$ cat src/pkg/bas_pkg.sv
// Purpose: Shared constants for the bus access sizer
// Assumes: Little-endian lanes, processor sizes 0=8, 1=16, 2=32 bits
// Notes: Region table is walked in order; last hit wins
package bas_pkg;

  // ----------------------------------------------------------------
  // Access and device widths
  // ----------------------------------------------------------------
  typedef enum logic [1:0] {
    BAS_W8  = 2'h0,
    BAS_W16 = 2'h1,
    BAS_W32 = 2'h2
  } bas_width_t;

  // ----------------------------------------------------------------
  // Region identifiers
  // ----------------------------------------------------------------
  localparam int BAS_NREG = 10;
  localparam logic [3:0] REG_NONE = 4'h0;
  localparam logic [3:0] REG_FLASH = 4'h1;
  localparam logic [3:0] REG_XFLASH = 4'h2;
  localparam logic [3:0] REG_RAM = 4'h3;
  localparam logic [3:0] REG_DISP = 4'h4;
  localparam logic [3:0] REG_PER16 = 4'h5;
  localparam logic [3:0] REG_PER32 = 4'h6;
  localparam logic [3:0] REG_CORE = 4'h7;
  localparam logic [3:0] REG_ROMTAB = 4'h8;
  localparam logic [3:0] REG_TRACE = 4'h9;

  // ----------------------------------------------------------------
  // Region bounds, inclusive, indexed by region id
  // ----------------------------------------------------------------
  localparam logic [31:0] REG_FIRST [BAS_NREG] = '{
    32'h0000_0000, 32'h0000_0000, 32'h0004_0000, 32'h2000_0000,
    32'h2040_0000, 32'h4000_0000, 32'h4000_1000, 32'he000_0000,
    32'hf000_0000, 32'hf020_0000};
  localparam logic [31:0] REG_LAST [BAS_NREG] = '{
    32'h0000_0000, 32'h0003_ffff, 32'h0013_ffff, 32'h2001_7fff,
    32'h2040_003f, 32'h4000_0fff, 32'h4000_3fff, 32'hefff_ffff,
    32'hf000_0fff, 32'hf023_7fff};
  localparam logic [1:0] REG_WIDTH [BAS_NREG] = '{
    2'h2, 2'h2, 2'h2, 2'h2, 2'h1, 2'h1, 2'h2, 2'h2, 2'h2, 2'h2};

  // ----------------------------------------------------------------
  // Reset values and timing
  // ----------------------------------------------------------------
  localparam logic [31:0] VECTOR_BASE_RST = 32'h0000_0000;
  localparam int CLK_PERIOD_NS = 40;
  localparam int BUS_CYCLE_PERIODS = 1;
  localparam int BUS_CYCLE_NS = BUS_CYCLE_PERIODS * CLK_PERIOD_NS;

endpackage : bas_pkg

$ cat src/core/bas_sizer.sv
// Purpose: Region decode and beat splitting between core and system bus
// Assumes: Targets answer reads in the cycle bus_valid is high
// Notes: Wait selection and programming state come from same-clock logic
`timescale 1ns/1ps
`default_nettype none
module bas_sizer (
  input wire logic clk,
  input wire logic reset_n,
  input wire logic req_valid,
  input wire logic [31:0] req_addr,
  input wire logic req_write,
  input wire logic [1:0] req_size,
  input wire logic [31:0] req_wdata,
  output logic req_ready,
  output logic rsp_valid,
  output logic [31:0] rsp_rdata,
  output logic bus_valid,
  output logic [31:0] bus_addr,
  output logic bus_write,
  output logic [1:0] bus_size,
  output logic [31:0] bus_wdata,
  output logic [3:0] bus_region,
  input wire logic [31:0] bus_rdata,
  input wire logic [1:0] flash_read_wait_sel,
  input wire logic prog_active,
  output logic prog_supply_ctl_out,
  output logic prog_supply_ctl_oe,
  output logic [31:0] vector_base_addr
);

  // ----------------------------------------------------------------
  // Decode helpers
  // ----------------------------------------------------------------
  function automatic logic [3:0] region_of(input logic [31:0] a);
    logic [3:0] r;
    r = bas_pkg::REG_NONE;
    for (int i = 1; i < bas_pkg::BAS_NREG; i++)
    begin
      if (a >= bas_pkg::REG_FIRST[i] && a <= bas_pkg::REG_LAST[i])
      begin
        r = 4'(i);
      end
    end
    return r;
  endfunction : region_of

  function automatic logic [1:0] beat_size_of(input logic [1:0] sz,
                                             input logic [1:0] w);
    return (sz > w) ? w : sz;
  endfunction : beat_size_of

  function automatic logic [2:0] beats_of(input logic [1:0] sz,
                                         input logic [1:0] w);
    logic [2:0] n;
    n = 3'h1;
    if (sz > w)
    begin
      n = 3'h1 << (sz - w);
    end
    return n;
  endfunction : beats_of

  // ----------------------------------------------------------------
  // State
  // ----------------------------------------------------------------
  typedef enum logic [1:0] {
    ST_IDLE = 2'b01,
    ST_BEAT = 2'b10
  } bas_state_t;

  bas_state_t state_q;
  logic req_ready_q;
  logic rsp_valid_q;
  logic [31:0] rsp_rdata_q;
  logic bus_valid_q;
  logic [31:0] bus_addr_q;
  logic bus_write_q;
  logic [1:0] bus_size_q;
  logic [31:0] bus_wdata_q;
  logic [3:0] bus_region_q;
  logic [31:0] wdata_q;
  logic [31:0] acc_q;
  logic [1:0] beat_idx_q;
  logic [1:0] beat_last_q;
  logic [1:0] waits_q;
  logic prog_out_q;
  logic prog_oe_q;
  logic [31:0] vector_base_q;

  logic take;
  logic [3:0] req_region;
  logic [1:0] req_width;
  logic [1:0] req_bsize;
  logic [2:0] req_beats;
  logic [1:0] req_waits;
  logic beat_done;
  logic beat_last;
  logic wait_expired;
  logic timer_load;
  logic [1:0] timer_val;
  logic [4:0] cur_shift;
  logic [4:0] nxt_shift;
  logic [31:0] part;

  // ----------------------------------------------------------------
  // Request decode
  // ----------------------------------------------------------------
  assign take = req_valid && req_ready_q;
  assign req_region = region_of(req_addr);
  assign req_width = bas_pkg::REG_WIDTH[req_region];
  assign req_bsize = beat_size_of(req_size, req_width);
  assign req_beats = beats_of(req_size, req_width);
  // Only flash reads wait; writes go to the flash controller unstretched
  assign req_waits = (req_region == bas_pkg::REG_FLASH && !req_write) ?
                     flash_read_wait_sel : 2'h0;

  assign beat_done = (state_q == ST_BEAT) && wait_expired;
  assign beat_last = (beat_idx_q == beat_last_q);
  assign timer_load = (take && req_region != bas_pkg::REG_NONE) ||
                      (beat_done && !beat_last);
  assign timer_val = take ? req_waits : waits_q;

  bas_wait_timer u_wait (
    .clk(clk),
    .reset_n(reset_n),
    .load(timer_load),
    .load_val(timer_val),
    .expired(wait_expired)
  );

  // ----------------------------------------------------------------
  // Lane steering
  // ----------------------------------------------------------------
  assign cur_shift = 5'({3'h0, beat_idx_q} << (3'h3 + {1'b0, bus_size_q}));
  assign nxt_shift = 5'({3'h0, 2'(beat_idx_q + 2'h1)}
                        << (3'h3 + {1'b0, bus_size_q}));

  always_comb
  begin
    case (bus_size_q)
      2'h0: part = {24'h0, bus_rdata[7:0]};
      2'h1: part = {16'h0, bus_rdata[15:0]};
      default: part = bus_rdata;
    endcase
    if (bus_write_q)
    begin
      part = 32'h0;
    end
  end

  // ----------------------------------------------------------------
  // Handshake and sequencing
  // ----------------------------------------------------------------
  always_ff @(posedge clk)
  begin
    if (!reset_n)
    begin
      state_q <= ST_IDLE;
      req_ready_q <= 1'b1;
      rsp_valid_q <= 1'b0;
      rsp_rdata_q <= 32'h0;
      acc_q <= 32'h0;
    end
    else
    begin
      rsp_valid_q <= 1'b0;
      case (state_q)
        ST_IDLE:
        begin
          if (take && req_region == bas_pkg::REG_NONE)
          begin
            rsp_valid_q <= 1'b1;
            rsp_rdata_q <= 32'h0;
          end
          else if (take)
          begin
            state_q <= ST_BEAT;
            req_ready_q <= 1'b0;
            acc_q <= 32'h0;
          end
        end
        ST_BEAT:
        begin
          if (beat_done)
          begin
            acc_q <= acc_q | (part << cur_shift);
            if (beat_last)
            begin
              rsp_valid_q <= 1'b1;
              rsp_rdata_q <= acc_q | (part << cur_shift);
              state_q <= ST_IDLE;
              req_ready_q <= 1'b1;
            end
          end
        end
        default:
        begin
          state_q <= ST_IDLE;
          req_ready_q <= 1'b1;
        end
      endcase
    end
  end

  // ----------------------------------------------------------------
  // Bus beats
  // ----------------------------------------------------------------
  always_ff @(posedge clk)
  begin
    if (!reset_n)
    begin
      bus_valid_q <= 1'b0;
      bus_addr_q <= 32'h0;
      bus_write_q <= 1'b0;
      bus_size_q <= 2'h0;
      bus_wdata_q <= 32'h0;
      bus_region_q <= bas_pkg::REG_NONE;
      wdata_q <= 32'h0;
      beat_idx_q <= 2'h0;
      beat_last_q <= 2'h0;
      waits_q <= 2'h0;
    end
    else if (take && req_region != bas_pkg::REG_NONE)
    begin
      // Unmapped accesses never reach the bus, so writes have no effect
      bus_valid_q <= 1'b1;
      bus_addr_q <= req_addr;
      bus_write_q <= req_write;
      bus_size_q <= req_bsize;
      bus_wdata_q <= req_wdata;
      bus_region_q <= req_region;
      wdata_q <= req_wdata;
      beat_idx_q <= 2'h0;
      beat_last_q <= 2'(req_beats - 3'h1);
      waits_q <= req_waits;
    end
    else if (beat_done && beat_last)
    begin
      bus_valid_q <= 1'b0;
    end
    else if (beat_done)
    begin
      beat_idx_q <= beat_idx_q + 2'h1;
      bus_addr_q <= bus_addr_q + (32'h1 << bus_size_q);
      bus_wdata_q <= wdata_q >> nxt_shift;
    end
  end

  // ----------------------------------------------------------------
  // Programming control pin and vector base
  // ----------------------------------------------------------------
  always_ff @(posedge clk)
  begin
    if (!reset_n)
    begin
      prog_oe_q <= 1'b0;
      prog_out_q <= 1'b0;
      vector_base_q <= bas_pkg::VECTOR_BASE_RST;
    end
    else
    begin
      // Pin stays released until programming starts; no glitch at reset
      prog_oe_q <= prog_active;
      prog_out_q <= prog_active;
    end
  end

  assign req_ready = req_ready_q;
  assign rsp_valid = rsp_valid_q;
  assign rsp_rdata = rsp_rdata_q;
  assign bus_valid = bus_valid_q;
  assign bus_addr = bus_addr_q;
  assign bus_write = bus_write_q;
  assign bus_size = bus_size_q;
  assign bus_wdata = bus_wdata_q;
  assign bus_region = bus_region_q;
  assign prog_supply_ctl_out = prog_out_q;
  assign prog_supply_ctl_oe = prog_oe_q;
  assign vector_base_addr = vector_base_q;

  // ----------------------------------------------------------------
  // Checks
  // ----------------------------------------------------------------
  logic is_fread;
  logic [3:0] rreg;
  assign rreg = req_region;
  assign is_fread = (rreg == bas_pkg::REG_FLASH) && !req_write;

  a_unmapped_quick: assert property (@(posedge clk) disable iff (!reset_n)
    take && rreg == bas_pkg::REG_NONE |=>
      rsp_valid && rsp_rdata == 32'h0 && !bus_valid && req_ready)
    else $error("unmapped access not answered in one cycle");

  a_wide_single: assert property (@(posedge clk) disable iff (!reset_n)
    take && rreg != bas_pkg::REG_NONE && req_width == bas_pkg::BAS_W32 &&
    !is_fread |=> bus_valid ##1 (rsp_valid && !bus_valid))
    else $error("32-bit device access took more than one beat");

  a_half_split: assert property (@(posedge clk) disable iff (!reset_n)
    take && req_width == bas_pkg::BAS_W16 && rreg != bas_pkg::REG_NONE &&
    req_size == bas_pkg::BAS_W32 |=>
      (bus_valid && !rsp_valid) [*2] ##1 rsp_valid)
    else $error("32-bit access to 16-bit device not split in two");

  a_half_narrow: assert property (@(posedge clk) disable iff (!reset_n)
    take && req_width == bas_pkg::BAS_W16 && rreg != bas_pkg::REG_NONE &&
    req_size != bas_pkg::BAS_W32 |=> bus_valid ##1 rsp_valid)
    else $error("narrow access to 16-bit device not one beat");

  a_byte_split: assert property (@(posedge clk) disable iff (!reset_n)
    take && req_width == bas_pkg::BAS_W8 && rreg != bas_pkg::REG_NONE &&
    req_size == bas_pkg::BAS_W32 |=> bus_valid [*4] ##1 rsp_valid)
    else $error("32-bit access to 8-bit device not four beats");

  a_flash_wait3: assert property (@(posedge clk) disable iff (!reset_n)
    take && is_fread && flash_read_wait_sel == 2'h3 |=>
      (bus_valid && !rsp_valid) [*4] ##1 rsp_valid)
    else $error("flash read with three waits has wrong length");

  a_flash_wait0: assert property (@(posedge clk) disable iff (!reset_n)
    take && is_fread && flash_read_wait_sel == 2'h0 |=>
      bus_valid ##1 rsp_valid)
    else $error("flash read without waits has wrong length");

  a_beat_step: assert property (@(posedge clk) disable iff (!reset_n)
    beat_done && !beat_last |=>
      bus_valid && bus_addr == $past(bus_addr) + (32'h1 << bus_size))
    else $error("next beat did not follow after one clock");

  a_periph_half: assert property (@(posedge clk) disable iff (!reset_n)
    take && req_addr[31:12] == 20'h40000 |=>
      bus_region == bas_pkg::REG_PER16 && bus_size != bas_pkg::BAS_W32)
    else $error("first peripheral area not decoded as 16-bit");

  a_trace_wide: assert property (@(posedge clk) disable iff (!reset_n)
    take && req_addr >= 32'hf020_0000 && req_addr <= 32'hf023_7fff |=>
      bus_region == bas_pkg::REG_TRACE &&
      bus_size == $past(req_size))
    else $error("trace buffer not decoded as 32-bit");

  a_prog_release: assert property (@(posedge clk) disable iff (!reset_n)
    !$past(reset_n) |-> !prog_supply_ctl_oe)
    else $error("programming pin driven right after reset");

  a_vector_zero: assert property (@(posedge clk) disable iff (!reset_n)
    vector_base_addr == 32'h0)
    else $error("vector base is not zero");

  c_flash_waited: cover property (@(posedge clk) disable iff (!reset_n)
    take && is_fread && flash_read_wait_sel == 2'h2);
  c_half_split: cover property (@(posedge clk) disable iff (!reset_n)
    take && req_width == bas_pkg::BAS_W16 && req_size == bas_pkg::BAS_W32);
  c_unmapped: cover property (@(posedge clk) disable iff (!reset_n)
    take && rreg == bas_pkg::REG_NONE);
  c_prog_drive: cover property (@(posedge clk) disable iff (!reset_n)
    $rose(prog_supply_ctl_oe));

endmodule : bas_sizer
`default_nettype wire

$ cat src/core/bas_wait_timer.sv
// Purpose: Down counter that stretches one bus beat by wait cycles
// Assumes: Load and count on the same clock as the sizer
// Notes: Expired is high when the current beat may complete
`timescale 1ns/1ps
`default_nettype none
module bas_wait_timer (
  input wire logic clk,
  input wire logic reset_n,
  input wire logic load,
  input wire logic [1:0] load_val,
  output logic expired
);

  logic [1:0] cnt_q;

  // ----------------------------------------------------------------
  // Counter
  // ----------------------------------------------------------------
  always_ff @(posedge clk)
  begin
    if (!reset_n)
    begin
      cnt_q <= 2'h0;
    end
    else if (load)
    begin
      cnt_q <= load_val;
    end
    else if (cnt_q != 2'h0)
    begin
      cnt_q <= cnt_q - 2'h1;
    end
  end

  assign expired = (cnt_q == 2'h0);

endmodule : bas_wait_timer
`default_nettype wire

$ cat config.mk
export PLATFORM = sky130hd
export DESIGN_NAME = bas_sizer
export DESIGN_NICKNAME = d
export VERILOG_FILES = /design/src/pkg/bas_pkg.sv /design/src/core/bas_sizer.sv /design/src/core/bas_wait_timer.sv
export SDC_FILE = /design/constraint.sdc
export NUM_CORES = 1
export LEC_CHECK = 0
export ABC_AREA = 0
export ABC_CLOCK_PERIOD_IN_PS = 3000
export BUFFER_PORTS_ARGS = -buffer_cell sky130_fd_sc_hd__buf_2
export CORE_MARGIN = 3
export CORE_UTILIZATION = 50
export DETAILED_ROUTE_END_ITERATION = 10
export PLACE_DENSITY = 0.81
export SKIP_LAST_GASP = 1
export SYNTH_ARGS = -nofsm -noshare
export SYNTH_HDL_FRONTEND = slang
export SYNTH_SLANG_ARGS = --single-unit
export TNS_END_PERCENT = 10
$ cat constraint.sdc
create_clock -name clk -period 3 [get_ports clk]
set_clock_uncertainty 0.2 [all_clocks]
set_input_delay 0 -clock clk [delete_from_list [all_inputs] [get_ports clk]]
set_output_delay 0 -clock clk [all_outputs]
set_load 0.01 [all_outputs]
======== Yosys cells after proc, flatten, opt, wreduce, memory -nomap -nowiden ========
Memory sizes are Yosys's and may differ from the RTL's.
Cells that the tools add are included.
word-level totals
  bits in registers ....................... 181
  bits in read-only memories .............. 32
  input port bits ......................... 105
  output and inout bits ................... 140
  memories kept ........................... 1
operators by class
  $add $sub $neg .......................... 6
  order comparisons ....................... 20
  eq/ne operators ......................... 11
  shift-type cells ........................ 6
  multiplexer cells ....................... 49
  bitwise gates (word level) .............. 4
  reduce and logical (&&, ||, !) cells .... 34
memories
  name              depth  width  rd ports  clocked after memory_dff  wr ports  line              RTL
  (name not given)  16     2      1         0                         0         bas_sizer.sv:110  assign req_width = bas_pkg::REG_WIDTH[req_region];
operators with widths
  operator                                               number
  2-to-1 mux 32 bit                                      13
  case mux 32 bit (2 select lines)                       3
  >= comparator 32 bit, second input constant            3
  <= comparator 32 bit, second input constant            3
  >= comparator 32 x 30 -> 1 bit, second input constant  2
  >= comparator 32 x 31 -> 1 bit, second input constant  2
  <= comparator 32 x 30 -> 1 bit, second input constant  2
  <= comparator 32 x 31 -> 1 bit, second input constant  2
  adder 32 bit                                           1
  >= comparator 32 x 1 -> 1 bit, second input constant   1
  >= comparator 32 x 19 -> 1 bit, second input constant  1
  <= comparator 32 x 18 -> 1 bit, second input constant  1
  <= comparator 32 x 21 -> 1 bit, second input constant  1
  2-to-1 mux 4 bit                                       8
  bitwise OR 32 bit                                      1
  left shift 1 x 2 -> 32 bit, first input constant       1
  left shift 32 x 5 -> 32 bit                            1
  right shift 32 x 5 -> 32 bit                           1
  2-to-1 mux 2 bit                                       12
  logical AND 1 bit                                      16
  != test 2 bit, second input constant                   6
  AND reduction 4 bit                                    3
  2-to-1 mux 1 bit                                       10
  nonzero test 2 bit                                     5
  other kinds (23)                                       31

======== Logic depth before layout (Yosys ltp) ========
  depth in word-level cells ............... 19
  depth in mapped cells ................... 13

======== Cells and area by module ========
Synthesis repeated with hierarchy kept, for this count alone.
unflattened totals
  cells, all modules ...................... 1550
  area total of the unflattened synthesis .. 11941.5 um^2
modules (own cells, without submodules)
  module          instances  cells each  area each (um^2)  seq. area each (um^2)
  bas_sizer       1          1537        11817.6           3563.4
  bas_wait_timer  1          13          123.9             40.0

======== Least setup slack after synthesis ========
Ideal clock, no wire load.
  path kind ............................... register -> register
  start ................................... register bus_size_q[0] (netlist: bus_size[0])
  end ..................................... register rsp_rdata_q[18] (netlist: rsp_rdata[18])
  setup time .............................. 117 ps
  arrival time ............................ 2863 ps
  required time ........................... 2683 ps
  slack ................................... -180 ps
  cell stages (with the launch flop) ...... 11
  path through ............................ dfxtp_1 -> inv_1 -> ha_1 -> clkbuf_1 -> nand4_1 -> and3_1 -> a31o_2 -> a21oi_1 -> o211ai_1 -> a221o_1 -> a22o_1
between the ends
  cells in the longest elaborated chain, start to end .. 8
  elaborated cells between the ends (all ways) .. 11
  classes of those cells .................. add/sub (1); eq/ne (1); shift (2); mux (5); bitwise (1); reduce/logical (1)
RTL lines
  element                                                                       line              RTL
  start, declared                                                               bas_sizer.sv:78   logic [1:0] bus_size_q;
  start signal, assigned                                                        bas_sizer.sv:229  bus_size_q <= req_bsize;
  parallel branches: the longest is 3 deep, another holds adder 2 x 2 -> 3 bit  --
  left shift 32 x 5 -> 32 bit (*)                                               bas_sizer.sv:190  rsp_rdata_q <= acc_q | (part << cur_shift);
  bitwise OR 32 bit (*)                                                         bas_sizer.sv:190
  2-to-1 mux 32 bit (*)                                                         bas_sizer.sv:187  if (beat_last)
  2-to-1 mux 32 bit (*)                                                         bas_sizer.sv:184  if (beat_done)
  case mux 32 bit (2 select lines) (*)                                          bas_sizer.sv:167  case (state_q)
  end signal, assigned                                                          bas_sizer.sv:190
  end, declared                                                                 bas_sizer.sv:74   logic [31:0] rsp_rdata_q;
Mark *: on every way between the ends. The select of a mux whose other input is x is not followed.
A chain may end at the register's enable or synchronous reset.

======== Final worst setup path ========
  start ................................... register bus_size_q[0] (netlist: bus_size[0])
  end ..................................... register bus_wdata_q[1] (netlist: bus_wdata[1])
between the ends
  cells in the longest elaborated chain, start to end .. 6
RTL lines
  element                       line              RTL
  adder 2 x 2 -> 3 bit          bas_sizer.sv:136  << (3'h3 + {1'b0, bus_size_q}));
  left shift 2 x 3 -> 5 bit     bas_sizer.sv:135  assign nxt_shift = 5'({3'h0, 2'(beat_idx_q + 2'h1)}
  right shift 32 x 5 -> 32 bit  bas_sizer.sv:245  bus_wdata_q <= wdata_q >> nxt_shift;
  2-to-1 mux 32 bit             bas_sizer.sv:241  else if (beat_done)
  2-to-1 mux 32 bit             bas_sizer.sv:237  else if (beat_done && beat_last)
  2-to-1 mux 32 bit             bas_sizer.sv:223  else if (take && req_region != bas_pkg::REG_NONE)
  end signal, assigned          bas_sizer.sv:230  bus_wdata_q <= req_wdata;
  end signal, assigned          bas_sizer.sv:245
  end, declared                 bas_sizer.sv:79   logic [31:0] bus_wdata_q;
No other way between the ends. The select of a mux whose other input is x is not followed.

==> impl_metrics.env <==
export IMPL_die_width_um=157.8
export IMPL_synth_flop_cell="dfxtp_1"
export IMPL_clock_sinks=180
export IMPL_pin_count=245
export IMPL_via_per_inst=6.223
export IMPL_design_core_area_um2=22230
export IMPL_postSynthCellCount=1493
export IMPL_grt_pass1_vias=12653
export IMPL_dp_slack_ps=-186.3
export IMPL_final_common_cell="nand2_1"
export IMPL_yosysSeqAreaShare_pct=31.27
export IMPL_status="finished with violations"
export IMPL_clk_latency_ps=450
export IMPL_final_nets=2001
export IMPL_routed_wl_um=45090
export IMPL_tightest_slew_ps=791.1
export IMPL_setup_viol=18
export IMPL_overflow=0
export IMPL_final_cell_area_um2=15630
export IMPL_final_max_slew_viol_count=0
export IMPL_cts_tree="yes"
export IMPL_die_h_um=157.8
export IMPL_layout_min_cycle_time_ps=3089
export IMPL_place_congestion=1.009
export IMPL_drc=0
export IMPL_clk_pin_slew_ps=80
export IMPL_htree_levels=4
export IMPL_yosys_cell_types_count=80
export IMPL_hold_class="in -> reg"
export IMPL_synth_top_cell_area_share_pct=31.27
export IMPL_cts_made_buffers=17
export IMPL_rows=54
export IMPL_drive_above_1_share_pct=26.68
export IMPL_portBuffers=212
export IMPL_drt_initial_drc_count=1617
export IMPL_violations="setup timing"
export IMPL_wl_per_cell_um=20.74
export IMPL_grt_setup_unrepaired="true"
export IMPL_syn_area_per_cell_um2=7.718
export IMPL_final_cell_mix="249 x nand2_1, 213 x buf_2, 178 x dfxtp_1"
export IMPL_synth_warnings=0
export IMPL_root_buffer="clkbuf_16"
export IMPL_grt_max_degree=66
export IMPL_power_density_nw_per_um2=369.0
export IMPL_crit_path_start_kind="flip-flop"
export IMPL_finalHoldViolCount=0
export IMPL_crit_fanout=8
export IMPL_initial_core_util_pct=51.83
export IMPL_p_leak_nw=6.894
export IMPL_worstSetupPathType="reg -> reg"
export IMPL_synth_edff_count=0
export IMPL_clk_path_buf_depth=2
export IMPL_worstPathRequired_ps=3120
export IMPL_crit_arrival_ps=3210
export IMPL_grt_pass1_wl_um=68230
export IMPL_slew_headroom_pct=47.26
export IMPL_setup_worst_path_end_class="flip-flop"
export IMPL_period_share_pct=103.0
export IMPL_hold_slack_ps=24.60
export IMPL_place_area_um2=13760
export IMPL_ys_ff_latch=180
export IMPL_fp_dieArea_um2=24900
export IMPL_syn_cell_area_um2=11520
export IMPL_synth_async_reset_ratio_pct=0
export IMPL_fin_ws_ps=-89.03
export IMPL_maxCapViolCount=0
export IMPL_synthTopCellsByArea="dfxtp_1 31%, mux2i_1 11%, nand2_1 8.1%"
export IMPL_grt_usage_pct=34.46
export IMPL_synth_largest_area_cell="dfxtp_1"
export IMPL_fmax_mhz=323.7
export IMPL_area_growth_pct=35.61
export IMPL_ant_nets=0
export IMPL_num_vias=13529
export IMPL_dp_hpwl_um=31030
export IMPL_first_pass_iters=7
export IMPL_antenna_found_initial=0
export IMPL_ir_drop_mv=0.3026
[cells in the mapped netlist, types with 12 or more instances]
library cell and number:
a211oi_1 51, ha_1 14, nor2_1 126, nand2b_1 12
clkbuf_1 59, mux2i_1 121, nand2_1 250, a21oi_1 117
dfxtp_1 180, nand4_1 12, buf_4 41, xor2_1 13
xnor2_1 20, inv_1 24, a22oi_1 13, nand3_1 50
o21ai_0 70, o22ai_1 15, buf_2 37, nor3_1 42
and3_1 16, nor4_1 15
[sequential cells by signal (all words and copies together) (netlist names)]
name                cells
bus_wdata              32
beat_last_q             2
bus_addr               32
beat_idx_q              2
prog_supply_ctl_oe      1
rsp_valid               1
bus_write               1
rsp_rdata              32
u_wait.cnt_q            2
waits_q                 2
bus_region              4
bus_size                2
bus_valid               1
acc_q                  32
state_q                 2
wdata_q                32
[final cells by class]
type                            instances  area [um2]
Tap cell                              280       350.3
Sequential cell                       180        3606
Multi-Input combinational cell       1177        7490
Clock buffer                           20       456.7
Fill cell                            1738        6604
Timing Repair Buffer                  480        3511
Clock inverter                         12       116.4
Inverter                               24       92.59
Antenna cell                            1       2.502
[per-stage QoR]
step                total power [mW]  util, %  setup TNS (ps)  std cells
floorplan                      3.072        -          -43.60       1524
global placement               3.404    61.89          -794.9       2043
detailed placement             3.415    61.89           -2116       2043
CTS                            5.713    69.05          -2.125       2166
global route                   5.952    70.28           -3807       2173
finish                         5.765    70.29          -632.8       2174
[critical path: stages, from the launching register on]
cell and delay (ps):
dfxtp_2 350, inv_2 50, ha_4 290, nand2_4 70, or3_4 450, buf_16 190
mux2i_2 290, mux2i_1 170, mux4_2 530, nand2b_1 170, o2111ai_1 110, a21oi_1 90
[path summary, 6_finish.rpt]
kind	from	endpoint	slack [ps]	cells after the start
hold / removal	req_addr[28]	bus_region[0]	20	6
setup / recovery	bus_size[0]	bus_wdata[1]	-90	11
hold reg to reg	rsp_rdata[14]	rsp_rdata[14]	230	2
setup reg to reg	bus_size[0]	bus_wdata[1]	-90	11
[routing by layer]
layer / part of all wire [%] / track usage [%] / up-vias
li1: - / - / 6122
met1: 39 / 43.69 / 6349
met2: 47 / 57.79 / 890
met3: 9.0 / 5.796 / 168
met4: 4.8 / 15.12 / 0
met5: 0 / 0 / -
[logic make-up (layout without fill, tap and decap cells)]
kind of cell    after synthesis  count (layout)  synth area share, %
simple gates                566             566                22.09
xor+xnor                     35              35                2.791
compound gates              401             401                23.15
buf+inv                     167             536                7.308
fa+ha+maj                    16              16                1.868
other cells                   1              33              0.03255
flops                       180             180                31.27
mux                         127             127                11.49
[what timing repair did]
| item | 4_1_cts | 5_1_grt |
|---|---|---|
| resized for setup | 32 | 42 |
| setup buffers | 5 | 5 |
| setup endpoints to repair | 50 | 93 |
| hold buffers | 85 | 0 |
| pin swaps | 1 | 8 |
| endpoints found under the hold margin | 120 | 0 |
| cloned | 1 | 2 |
[report_power, final]
part	total, mW	switching, mW	internal, mW
registers	2.50	0.0499	2.45
clock network	2.25	1.11	1.14
logic	1.02	0.574	0.445
total	5.77	1.73	4.03
No activity file was read; power rests on OpenSTA's default activity.
